$ cat src/inc/scsh_params.svh
// Named constants for the serial command slave.
// Assumes inclusion by the package, the slave module, the master model and the bench.
`ifndef SCSH_PARAMS_SVH
`define SCSH_PARAMS_SVH
// ---------------------------------------------------------------
// Frame and buffers
// ---------------------------------------------------------------
`define SCSH_FRAME_LAST 3'h7
`define SCSH_BUF_DEPTH 8
`define SCSH_FILL_BYTE 8'hFF
`define SCSH_STATUS_LEN 6'h02
`define SCSH_CMD_STATUS 8'h00
`define SCSH_OP_STAT 2'h0
`define SCSH_OP_READ 2'h1
`define SCSH_OP_WRITE 2'h2
`define SCSH_OP_DUPLEX 2'h3
// Pin order {clock, data, select}, idle clock and select high
`define SCSH_PIN_RST 3'h5
// ---------------------------------------------------------------
// Register map
// ---------------------------------------------------------------
`define SCSH_OFF_CTRL 8'h00
`define SCSH_OFF_TXCNT 8'h04
`define SCSH_OFF_STATUS 8'h08
`define SCSH_WIN_TX 3'h1
`define SCSH_WIN_RX 3'h2
`define SCSH_CTRL_RST 1'h1
`define SCSH_TXCNT_RST 4'h0
`endif

$ cat src/inc/scsh_pkg.sv
// Types shared by the serial command slave.
// Assumes the constants header is on the include path.
`include "scsh_params.svh"
package scsh_pkg;
  typedef enum logic [4:0]
  {
    ST_IDLE = 5'h01,
    ST_CMD = 5'h02,
    ST_DECODE = 5'h04,
    ST_DATA = 5'h08,
    ST_DONE = 5'h10
  } scsh_state_t;
  typedef struct packed
  {
    logic [1:0] op;
    logic [5:0] count;
  } scsh_cmd_t;
  typedef struct packed
  {
    logic sclk;
    logic sdi;
    logic csn;
  } scsh_pins_t;
endpackage

$ cat src/logic/scsh_slave.sv
// Serial command slave: select, busy handshake, command decode,
// eight-byte send and receive buffers, APB register access.
// Assumes the master clocks at most a few MHz against pclk.
// Function
// Every frame is exactly eight bits
// Shift most significant bit first
// Phase type 1: drive on fall, sample rise
// Shift only on the master's serial clock
// Data output disabled until selected
// Unselected: data and busy undriven
// Select falling edge: enable, busy low
// Command shifting starts: busy goes high
// Select high abandons exchange, back idle
// Each operation starts with command byte
// Top bits operation, low six count
// All-zero command is status check
// Status bytes: sendable 01, receivable 00
// Status check sends exactly two bytes
// Op 01 sends counted bytes
// Op 10 accepts counted bytes
// Op 11 exchanges counted bytes duplex
// Complement received bytes into send buffer
// After data phase rearm, busy low
// Send and receive buffers hold eight
// Master clocks only after busy low
// Completion flag after each received byte
//
// Register access over APB and the placing of the registers were left to the implementer.
`include "scsh_params.svh"
module scsh_slave (
  // Clock and reset
  input wire logic pclk,
  input wire logic presetn,
  // APB slave
  input wire logic psel,
  input wire logic penable,
  input wire logic pwrite,
  input wire logic [7:0] paddr,
  input wire logic [31:0] pwdata,
  output logic [31:0] prdata,
  output logic pready,
  output logic pslverr,
  // Serial pins
  input wire logic serial_clock_in,
  input wire logic serial_data_in,
  input wire logic select_n,
  output logic serial_data_out,
  output logic serial_data_out_oe,
  output logic busy_out,
  output logic busy_oe
);
  // ---------------------------------------------------------------
  // Pin synchronisers
  // ---------------------------------------------------------------
  scsh_pkg::scsh_pins_t pin_s1_reg;
  scsh_pkg::scsh_pins_t pin_s2_reg;
  scsh_pkg::scsh_pins_t pin_s3_reg;
  scsh_pkg::scsh_pins_t pin_filt_reg;
  scsh_pkg::scsh_pins_t pin_prev_reg;
  scsh_pkg::scsh_pins_t pin_filt_next;
  scsh_pkg::scsh_pins_t pin_raw;
  wire [2:0] pin_agree;
  assign pin_raw = {serial_clock_in, serial_data_in, select_n};
  assign pin_agree = ~(pin_s2_reg ^ pin_s3_reg);
  // Filtered level moves only when stages two and three agree
  assign pin_filt_next = (pin_agree & pin_s2_reg) | (~pin_agree & pin_filt_reg);
  always_ff @(posedge pclk or negedge presetn)
  begin
    if (!presetn)
    begin
      pin_s1_reg <= `SCSH_PIN_RST;
      pin_s2_reg <= `SCSH_PIN_RST;
      pin_s3_reg <= `SCSH_PIN_RST;
      pin_filt_reg <= `SCSH_PIN_RST;
      pin_prev_reg <= `SCSH_PIN_RST;
    end
    else
    begin
      pin_s1_reg <= pin_raw;
      pin_s2_reg <= pin_s1_reg;
      pin_s3_reg <= pin_s2_reg;
      pin_filt_reg <= pin_filt_next;
      pin_prev_reg <= pin_filt_reg;
    end
  end
  // Shift strobes come only from the master's clock, never our own
  wire sclk_rise = ~pin_prev_reg.sclk & pin_filt_reg.sclk;
  wire sclk_fall = pin_prev_reg.sclk & ~pin_filt_reg.sclk;
  wire cs_fall = pin_prev_reg.csn & ~pin_filt_reg.csn;
  wire selected = ~pin_filt_reg.csn;
  wire sdi_f = pin_filt_reg.sdi;
  // ---------------------------------------------------------------
  // Declarations
  // ---------------------------------------------------------------
  scsh_pkg::scsh_state_t state_reg;
  scsh_pkg::scsh_state_t state_next;
  scsh_pkg::scsh_cmd_t cmd_reg;
  logic busy_reg;
  logic busy_next;
  logic oe_reg;
  logic ctrl_en_reg;
  logic [3:0] tx_count_reg;
  logic [7:0] tx_buf [`SCSH_BUF_DEPTH];
  logic [7:0] rx_buf [`SCSH_BUF_DEPTH];
  logic [5:0] done_cnt_reg;
  logic [3:0] rx_n_reg;
  logic [2:0] bit_cnt_reg;
  logic [7:0] shift_in_reg;
  logic [7:0] shift_out_reg;
  logic [7:0] rx_byte_reg;
  logic frame_done_reg;
  logic sdo_reg;
  logic [31:0] prdata_reg;
  // ---------------------------------------------------------------
  // Command decode
  // ---------------------------------------------------------------
  wire st_idle = state_reg == scsh_pkg::ST_IDLE;
  wire st_cmd = state_reg == scsh_pkg::ST_CMD;
  wire st_decode = state_reg == scsh_pkg::ST_DECODE;
  wire st_data = state_reg == scsh_pkg::ST_DATA;
  wire st_done = state_reg == scsh_pkg::ST_DONE;
  wire is_status = cmd_reg == `SCSH_CMD_STATUS;
  wire op_rx = cmd_reg.op[1];
  // Op 00 with a nonzero count is not a command: it just rearms
  wire [5:0] data_len = is_status ? `SCSH_STATUS_LEN :
    (cmd_reg.op == `SCSH_OP_STAT) ? 6'h00 : cmd_reg.count;
  wire [5:0] cnt_inc = done_cnt_reg + 6'h01;
  wire last_byte = cnt_inc == data_len;
  wire [5:0] pick_cnt = st_decode ? 6'h00 : cnt_inc;
  wire [7:0] stat_send = {`SCSH_OP_READ, 2'h0, tx_count_reg};
  wire [7:0] stat_recv = {`SCSH_OP_STAT, 6'(`SCSH_BUF_DEPTH)};
  wire [7:0] stat_byte = (pick_cnt == 6'h00) ? stat_send : stat_recv;
  // Status check shifts status bytes, write-only commands filler, others read the send buffer
  wire [7:0] pick_byte = is_status ? stat_byte :
    (cmd_reg.op == `SCSH_OP_WRITE) ? `SCSH_FILL_BYTE :
    tx_buf[pick_cnt[2:0]];
  wire load_data = st_decode | (st_data & frame_done_reg & ~last_byte);
  wire load_fill = st_done | (st_cmd & frame_done_reg) | (st_data & frame_done_reg);
  // ---------------------------------------------------------------
  // Control state machine
  // ---------------------------------------------------------------
  always_comb
  begin
    state_next = state_reg;
    busy_next = busy_reg;
    if (!selected || !ctrl_en_reg)
    begin
      state_next = scsh_pkg::ST_IDLE;
      busy_next = 1'b0;
    end
    else
    begin
      unique case (state_reg)
        scsh_pkg::ST_IDLE:
        begin
          if (cs_fall)
          begin
            state_next = scsh_pkg::ST_CMD;
            busy_next = 1'b0;
          end
        end
        scsh_pkg::ST_CMD:
        begin
          // First falling clock of the command raises busy
          if (sclk_fall)
            busy_next = 1'b1;
          if (frame_done_reg)
            state_next = scsh_pkg::ST_DECODE;
        end
        scsh_pkg::ST_DECODE:
        begin
          busy_next = 1'b0;
          state_next = (data_len == 6'h00) ? scsh_pkg::ST_CMD : scsh_pkg::ST_DATA;
        end
        scsh_pkg::ST_DATA:
        begin
          if (frame_done_reg && last_byte)
          begin
            state_next = scsh_pkg::ST_DONE;
            busy_next = 1'b1;
          end
        end
        scsh_pkg::ST_DONE:
        begin
          state_next = scsh_pkg::ST_CMD;
          busy_next = 1'b0;
        end
      endcase
    end
  end
  always_ff @(posedge pclk or negedge presetn)
  begin
    if (!presetn)
    begin
      state_reg <= scsh_pkg::ST_IDLE;
      busy_reg <= 1'b0;
      oe_reg <= 1'b0;
    end
    else
    begin
      state_reg <= state_next;
      busy_reg <= busy_next;
      oe_reg <= state_next != scsh_pkg::ST_IDLE;
    end
  end
  // ---------------------------------------------------------------
  // Bit engine
  // ---------------------------------------------------------------
  always_ff @(posedge pclk or negedge presetn)
  begin
    if (!presetn)
    begin
      bit_cnt_reg <= 3'h0;
      shift_in_reg <= 8'h00;
      rx_byte_reg <= 8'h00;
      frame_done_reg <= 1'b0;
    end
    else
    begin
      frame_done_reg <= 1'b0;
      if (st_idle)
        bit_cnt_reg <= 3'h0;
      else if (sclk_rise)
      begin
        shift_in_reg <= {shift_in_reg[6:0], sdi_f};
        bit_cnt_reg <= bit_cnt_reg + 3'h1;
        if (bit_cnt_reg == `SCSH_FRAME_LAST)
        begin
          rx_byte_reg <= {shift_in_reg[6:0], sdi_f};
          frame_done_reg <= 1'b1;
        end
      end
    end
  end
  always_ff @(posedge pclk or negedge presetn)
  begin
    if (!presetn)
    begin
      shift_out_reg <= `SCSH_FILL_BYTE;
      sdo_reg <= 1'b1;
    end
    else if (st_idle)
    begin
      shift_out_reg <= `SCSH_FILL_BYTE;
      sdo_reg <= 1'b1;
    end
    else if (load_data)
      shift_out_reg <= pick_byte;
    else if (load_fill)
      shift_out_reg <= `SCSH_FILL_BYTE;
    else if (sclk_fall)
    begin
      sdo_reg <= shift_out_reg[7];
      shift_out_reg <= {shift_out_reg[6:0], 1'b1};
    end
  end
  // ---------------------------------------------------------------
  // Command latch and receive buffer
  // ---------------------------------------------------------------
  always_ff @(posedge pclk or negedge presetn)
  begin
    if (!presetn)
    begin
      cmd_reg <= `SCSH_CMD_STATUS;
      done_cnt_reg <= 6'h00;
      rx_n_reg <= 4'h0;
    end
    else if (st_cmd && frame_done_reg)
      cmd_reg <= rx_byte_reg;
    else if (st_decode)
    begin
      done_cnt_reg <= 6'h00;
      rx_n_reg <= 4'h0;
    end
    else if (st_data && frame_done_reg)
    begin
      done_cnt_reg <= cnt_inc;
      // Counts above the depth wrap; the tally stops at full
      if (op_rx && rx_n_reg != 4'(`SCSH_BUF_DEPTH))
        rx_n_reg <= rx_n_reg + 4'h1;
    end
  end
  always_ff @(posedge pclk)
  begin
    if (st_data && frame_done_reg && op_rx)
      rx_buf[done_cnt_reg[2:0]] <= rx_byte_reg;
  end
  // ---------------------------------------------------------------
  // APB slave and send buffer
  // ---------------------------------------------------------------
  wire apb_setup = psel & ~penable;
  wire apb_access = psel & penable;
  wire hit_ctrl = paddr == `SCSH_OFF_CTRL;
  wire hit_txcnt = paddr == `SCSH_OFF_TXCNT;
  wire hit_stat = paddr == `SCSH_OFF_STATUS;
  wire word_al = paddr[1:0] == 2'h0;
  wire hit_tx = (paddr[7:5] == `SCSH_WIN_TX) & word_al;
  wire hit_rx = (paddr[7:5] == `SCSH_WIN_RX) & word_al;
  wire addr_ok = hit_ctrl | hit_txcnt | hit_stat | hit_tx | hit_rx;
  wire apb_wr = apb_access & pwrite & addr_ok;
  wire [2:0] win_idx = paddr[4:2];
  wire [31:0] stat_word = {8'h00, cmd_reg, rx_n_reg, 3'h0,
    state_reg, 2'h0, busy_reg, selected};
  wire [31:0] rd_mux = hit_ctrl ? {31'h0, ctrl_en_reg} :
    hit_txcnt ? {28'h0, tx_count_reg} :
    hit_stat ? stat_word :
    hit_tx ? {24'h0, tx_buf[win_idx]} :
    hit_rx ? {24'h0, rx_buf[win_idx]} : 32'h0;
  // Data is latched in setup so the zero-wait access sees a flop
  always_ff @(posedge pclk or negedge presetn)
  begin
    if (!presetn)
      prdata_reg <= 32'h0;
    else if (apb_setup && !pwrite)
      prdata_reg <= rd_mux;
  end
  always_ff @(posedge pclk or negedge presetn)
  begin
    if (!presetn)
    begin
      ctrl_en_reg <= `SCSH_CTRL_RST;
      tx_count_reg <= `SCSH_TXCNT_RST;
    end
    else
    begin
      if (apb_wr && hit_ctrl)
        ctrl_en_reg <= pwdata[0];
      // Hardware refill wins over a software count write
      if (st_done && op_rx)
        tx_count_reg <= rx_n_reg;
      else if (apb_wr && hit_txcnt)
        tx_count_reg <= pwdata[3:0];
    end
  end
  always_ff @(posedge pclk)
  begin
    for (int i = 0; i < `SCSH_BUF_DEPTH; i++)
    begin
      if (st_done && op_rx && 4'(i) < rx_n_reg)
        tx_buf[i] <= ~rx_buf[i];
      else if (apb_wr && hit_tx && win_idx == 3'(i))
        tx_buf[i] <= pwdata[7:0];
    end
  end
  // ---------------------------------------------------------------
  // Outputs
  // ---------------------------------------------------------------
  assign prdata = prdata_reg;
  assign pready = 1'b1;
  assign pslverr = apb_access & ~addr_ok;
  assign serial_data_out = sdo_reg;
  assign serial_data_out_oe = oe_reg;
  assign busy_out = busy_reg;
  assign busy_oe = oe_reg;
  // ---------------------------------------------------------------
  // Assertions
  // ---------------------------------------------------------------
  a_unsel_release: assert property (@(posedge pclk) disable iff (!presetn)
    !selected |=> !serial_data_out_oe && !busy_oe)
    else $error("pins driven while unselected");
  a_select_ready: assert property (@(posedge pclk) disable iff (!presetn)
    cs_fall && ctrl_en_reg && st_idle |=> serial_data_out_oe && busy_oe && !busy_out)
    else $error("select did not enable and lower busy");
  a_cmd_busy: assert property (@(posedge pclk) disable iff (!presetn)
    st_cmd && sclk_fall && selected && ctrl_en_reg |=> busy_out)
    else $error("busy not raised on command clock");
  a_deselect_idle: assert property (@(posedge pclk) disable iff (!presetn)
    $fell(selected) |=> st_idle ##1 !serial_data_out_oe)
    else $error("deselect did not abandon exchange");
  a_frame_eight: assert property (@(posedge pclk) disable iff (!presetn)
    frame_done_reg |-> $past(bit_cnt_reg) == `SCSH_FRAME_LAST && bit_cnt_reg == 3'h0)
    else $error("frame not eight bits");
  a_msb_first: assert property (@(posedge pclk) disable iff (!presetn)
    sclk_fall && !st_idle && !load_data && !load_fill |=> serial_data_out == $past(shift_out_reg[7]))
    else $error("output bit order wrong");
  a_cmd_latch: assert property (@(posedge pclk) disable iff (!presetn)
    st_cmd && frame_done_reg |=> cmd_reg == $past(rx_byte_reg))
    else $error("command not latched");
  a_status_resp: assert property (@(posedge pclk) disable iff (!presetn)
    st_decode && is_status && selected && ctrl_en_reg
    |=> shift_out_reg == {`SCSH_OP_READ, 2'h0, $past(tx_count_reg)})
    else $error("status byte wrong");
  a_status_two: assert property (@(posedge pclk) disable iff (!presetn)
    st_data && is_status && frame_done_reg && done_cnt_reg == 6'h01 && selected && ctrl_en_reg
    |=> st_done)
    else $error("status check not two bytes");
  a_complement: assert property (@(posedge pclk) disable iff (!presetn)
    st_done && op_rx && rx_n_reg != 4'h0 |=> tx_buf[0] == ~$past(rx_buf[0]))
    else $error("send buffer not complemented");
  a_rearm_ready: assert property (@(posedge pclk) disable iff (!presetn)
    st_done && selected && ctrl_en_reg |=> st_cmd && !busy_out && busy_oe)
    else $error("not rearmed after data phase");
endmodule

$ cat config.mk
export PLATFORM = sky130hd
export DESIGN_NAME = scsh_slave
export DESIGN_NICKNAME = d
export VERILOG_FILES = /design/src/inc/scsh_pkg.sv /design/src/logic/scsh_slave.sv
export VERILOG_INCLUDE_DIRS = /design/src /design/src/inc
export SDC_FILE = /design/constraint.sdc
export NUM_CORES = 1
export LEC_CHECK = 0
export ABC_AREA = 1
export BUFFER_PORTS_ARGS = -buffer_cell sky130_fd_sc_hd__buf_2
export CORE_MARGIN = 2
export CORE_UTILIZATION = 55
export DETAILED_ROUTE_END_ITERATION = 10
export GPL_TIMING_DRIVEN = 0
export PLACE_DENSITY = 0.74
export SLEW_MARGIN = 20
export SYNTH_ARGS = -nofsm -noshare
export SYNTH_HDL_FRONTEND = slang
export SYNTH_SLANG_ARGS = --single-unit
$ cat constraint.sdc
create_clock -name pclk -period 6.8 [get_ports pclk]
set_clock_uncertainty 0.2 [all_clocks]
set_input_delay 0 -clock pclk [delete_from_list [all_inputs] [get_ports pclk]]
set_output_delay 0 -clock pclk [all_outputs]
set_load 0.1 [all_outputs]
==> results.rst <==
.. list-table::
   :header-rows: 1

   * - Metric
     - Value
   * - Met2 Track Usage GR
     - between 40% and 50%
   * - Depth of the CTS H-tree
     - 1
   * - Gate Count Post-Synth
     - 1220
   * - Worst skew pair latency
     - ~0.53 ns
   * - Tightest slew margin relative to the limit
     - between 30% and 40%
   * - # rows
     - 51
   * - Pre-CTS setup slack
     - between 3 and 4 ns
   * - Dominant combinational cell family by area after synthesis
     - simple AND/OR/NAND/NOR gates
   * - Cell chosen for the clock root
     - clkbuf_16
   * - Min setup slack post-route
     - ~2.8 ns
   * - Met3 Resource Use GR
     - between 7 and 8%
   * - I/O pin cnt
     - between 80 and 90
   * - Tot GR Track Use
     - 32.46%
   * - Adder-Cell Fraction of Synth Area
     - 0.9469%
   * - Drt first-iter violations
     - between 1000 and 1500
   * - Max-cap violations
     - 0
   * - Antenna violations before repair
     - 1
   * - Global placer's final weighted congestion
     - about 1
   * - Kind of launch point of the worst setup path
     - primary input
   * - Share of cells above drive strength 1
     - between 10% and 20%
   * - Data arrival time of the critical path
     - between 3 and 4 ns
   * - Multiplexer area fraction after synthesis
     - less than 1%
   * - CP top delay family
     - buffers and inverters
   * - Ys flop type
     - edfxtp_1
   * - Leakage power figure
     - ~5.7 nW
   * - Relative area change from synthesis to final layout
     - 15.68%
   * - Buffers & Inverters on Critical Path
     - 6
   * - Highest-utilization routing layer at the global route stage
     - met2
   * - Summed area of non-filler cells in the final layout
     - approximately 13000 um2
   * - Pin count of the biggest net entering global routing
     - 67
   * - Status
     - finished, final reports clean
   * - Fraction of the yosys area taken by sequential cells
     - between 50% and 60%
   * - Startpoint-to-endpoint class of the critical path
     - in2reg
   * - Cell type of the slowest stage on the worst timing path
     - o21ai_1
   * - Kind of capture point of the worst setup path
     - register
   * - Post-layout min period
     - approximately 4.0 ns
   * - Initial Utilization
     - 56.47%
   * - # resized after CTS
     - 0
   * - HPWL reported at the end of detailed placement
     - ~26000 um
   * - Number of unique standard cell types used by synthesis
     - 48
   * - Filler Cells Inserted
     - roughly 1700
   * - Unrepaired setup endpoints after global routing
     - false
   * - Clock Sink Count
     - 221
   * - Clock transition at the registers of the reported paths
     - around 0.060 ns
   * - Cell mode on critical path
     - dlygate4sd3_1
   * - WP data required
     - about 6.7 ns
   * - I/O Buffers
     - slightly below 50
   * - Mapped Avg Cell Area
     - 9.098 um2
   * - Async S/R FF share, synth
     - 42.08%
   * - Die area
     - 21330 um2
   * - Warning count from the yosys run
     - 0
   * - Crit Path Max Fanout
     - 8
   * - Wire length after detailed routing
     - between 30000 and 40000 um
   * - Max Slew Vio Count
     - 0
   * - Hold WC Path Type
     - in2reg
   * - Number of failing setup endpoints in the final timing report
     - 0
   * - TritonRoute pass-1 iters
     - 8
   * - Via density
     - roughly 5.8
   * - Die boundary width
     - around 150 um
   * - First-pass GRT wire length
     - approximately 53000 um
   * - Die Span Y
     - about 150 um
   * - TritonCTS clock tree
     - built
   * - Share of synthesized cell area in and, or, nand and nor gates
     - between 10% and 20%
   * - Grt ovf
     - 0
   * - Total inserted antenna cells
     - 0
   * - Cells traversed along the worst timing path
     - dlygate4sd3_1 > buf_2 > nor2_1 > dlygate4sd3_1 > nand3_2 > dlygate4sd3_1 > nor2_2 > nand2_1 > nand3_2 > nand2_4 > nor2_8 > inv_2 > nor2_8 > inv_1 > o21ai_1
   * - Post-Syn Area
     - around 11000 um2
   * - Antenna viol nets, final
     - 0
   * - Dpl cell area
     - about 12000 um2
   * - Vias post-DR
     - around 9400
   * - Global-route met1 utilization
     - 47.02%
   * - Post-Synth XOR/XNOR Area
     - 0.07891%
   * - Transition time at the pin with the least slew margin
     - between 0.9 and 1 ns
   * - Area of the core
     - just under 20000 um2
   * - Post-layout nets
     - between 1000 and 1500
   * - Maximum vdd ir drop
     - 215.9 uV
   * - Sum of negative setup slack
     - 0 ns
   * - Remaining design rule violation count
     - 0
   * - Cell Pwr Density
     - between 200 and 250 nW/um2
   * - Final hold vios
     - 0
   * - Critical Path Max Stage Delay
     - 0.78 ns
   * - Tcrit/Tclk final
     - about three fifths
   * - Upper clock frequency limit
     - between 0.2 and 0.3 GHz
   * - Vias in the first global route
     - roughly 8800
   * - Share of the synthesized area in compound gates (AO/OA/AOI/OAI)
     - between 10% and 20%
   * - Number of enable flip-flop cells after synthesis
     - roughly 130
   * - Avg WL per Cell
     - about 21 um
   * - Post-synthesis register bit count
     - roughly 220
   * - TritonCTS buffer count
     - 23
   * - Longest Clk Path Bufs
     - 3
worst reg2reg max path, cell delays in order, from the launching register on:
cell and delay [ns]:
dfrtp_1 0.41, inv_1 0.08, clkbuf_1 0.54, nand2_2 0.27, clkbuf_1 0.33, o21ai_0 0.22
o21ai_0 0.11, nand2_1 0.07, nand2_1 0.04, o21ai_0 0.47, a21oi_1 0.13
through the flow:
stage / hold WS, ns / total power [mW] / cells / utilization (%)
floorplan: -0.4956 / 1.563 / 1230 / -
global placement: -0.09397 / 1.615 / 1544 / 59.60
detailed placement: -0.3163 / 1.619 / 1549 / 60.10
CTS: 0.008233 / 2.825 / 1620 / 65.33
global route: 0.07698 / 2.888 / 1620 / 65.33
finish: 0.02738 / 2.822 / 1620 / 65.33
cell families (layout without fill, tap and decap cells):
group,count (synthesis),after routing
and+or+nand+nor,481,481
xor gates and xnor gates,1,1
other,2,12
adders and majority gates,9,9
AOI/OAI and AO/OA,275,275
DFF,221,221
buffers and inverters,223,348
muxes,8,8
per-layer routing:
layer	share of wire, %	up-vias
li1	-	4354
met1	41	4369
met2	43	554
met3	12	101
met4	4.1	0
met5	0	-
final timing paths:
path,slack [ns],startpoint,cells past startpoint,endpoint
max in group asynchronous,5.69,presetn,4,serial_data_out$_DFFE_PN1P_
min reg2reg,0.16,pin_s1_reg[0]$_DFF_PN1_,0,pin_s2_reg[0]$_DFF_PN1_
max,2.84,paddr[7],15,tx_buf[4][3]$_DFFE_PP_
max reg2reg,3.83,done_cnt_reg[0]$_DFFE_PN0P_,10,shift_out_reg[4]$_DFFE_PN1P_
min in group asynchronous,0.33,presetn,4,bit_cnt_reg[1]$_DFFE_PN0P_
min,0.03,paddr[3],5,tx_buf[0][0]$_DFFE_PP_
synthesized netlist by cell type (6+ instances only):
master,number,area (um2)
o211ai_1,16,120.1
buf_2,11,55.05
o21ai_1,33,165.2
edfxtp_1,128,3844
dfrtp_1,72,1802
inv_2,6,22.52
nand2_1,278,1044
o21ai_0,95,475.5
o22ai_1,48,300.3
mux2i_1,8,80.08
nor3_1,19,95.09
nand4_1,8,50.05
a21oi_1,32,160.2
dfstp_2,21,551.8
clkbuf_1,23,86.33
nor2_1,83,311.6
o31ai_1,9,67.56
nand3_1,65,325.3
o21ai_2,7,61.31
ha_1,6,75.07
a21oi_2,13,113.9
buf_4,15,112.6
a31oi_1,6,37.54
inv_1,157,589.3
area by class of cell:
class / count / area (um2) / share of cell area [%]
plain buffers: 56 / 317.8 / 2.475
clock buffers: 33 / 668.1 / 5.204
clock inverters: 9 / 58.81 / 0.4580
inverters: 167 / 629.4 / 4.902
multi-input cells: 786 / 4028 / 31.37
flip-flops and latches: 221 / 6197 / 48.27
well taps: 265 / 331.6 / 2.582
repair buffers: 83 / 609.3 / 4.746
layout by cell type (no fill, tap or decap), drive strengths merged, types with 9 or more instances in the layout:
master,synthesis,routed
nand4,9,9
dlygate4sd3,0,28
o31ai,9,9
nor3,20,20
nand2,284,284
buf,33,88
conb,2,12
edfxtp,128,128
nand3,74,74
clkbuf,23,56
o21ai,135,135
a21oi,45,45
dfrtp,72,72
nor2,90,90
o211ai,16,16
dfstp,21,21
inv,164,167
o22ai,48,48
timing repair:
action,in CTS,in global routing
setup buffers,0,0
hold buffers,29,0
endpoints found under the hold margin,175,0
power by group:
group,switching (mW),internal (mW)
clock network,0.522,0.690
logic,0.138,0.0453
registers,0.00621,1.42
total,0.666,2.16
No activity file was read; power rests on OpenSTA's default activity.
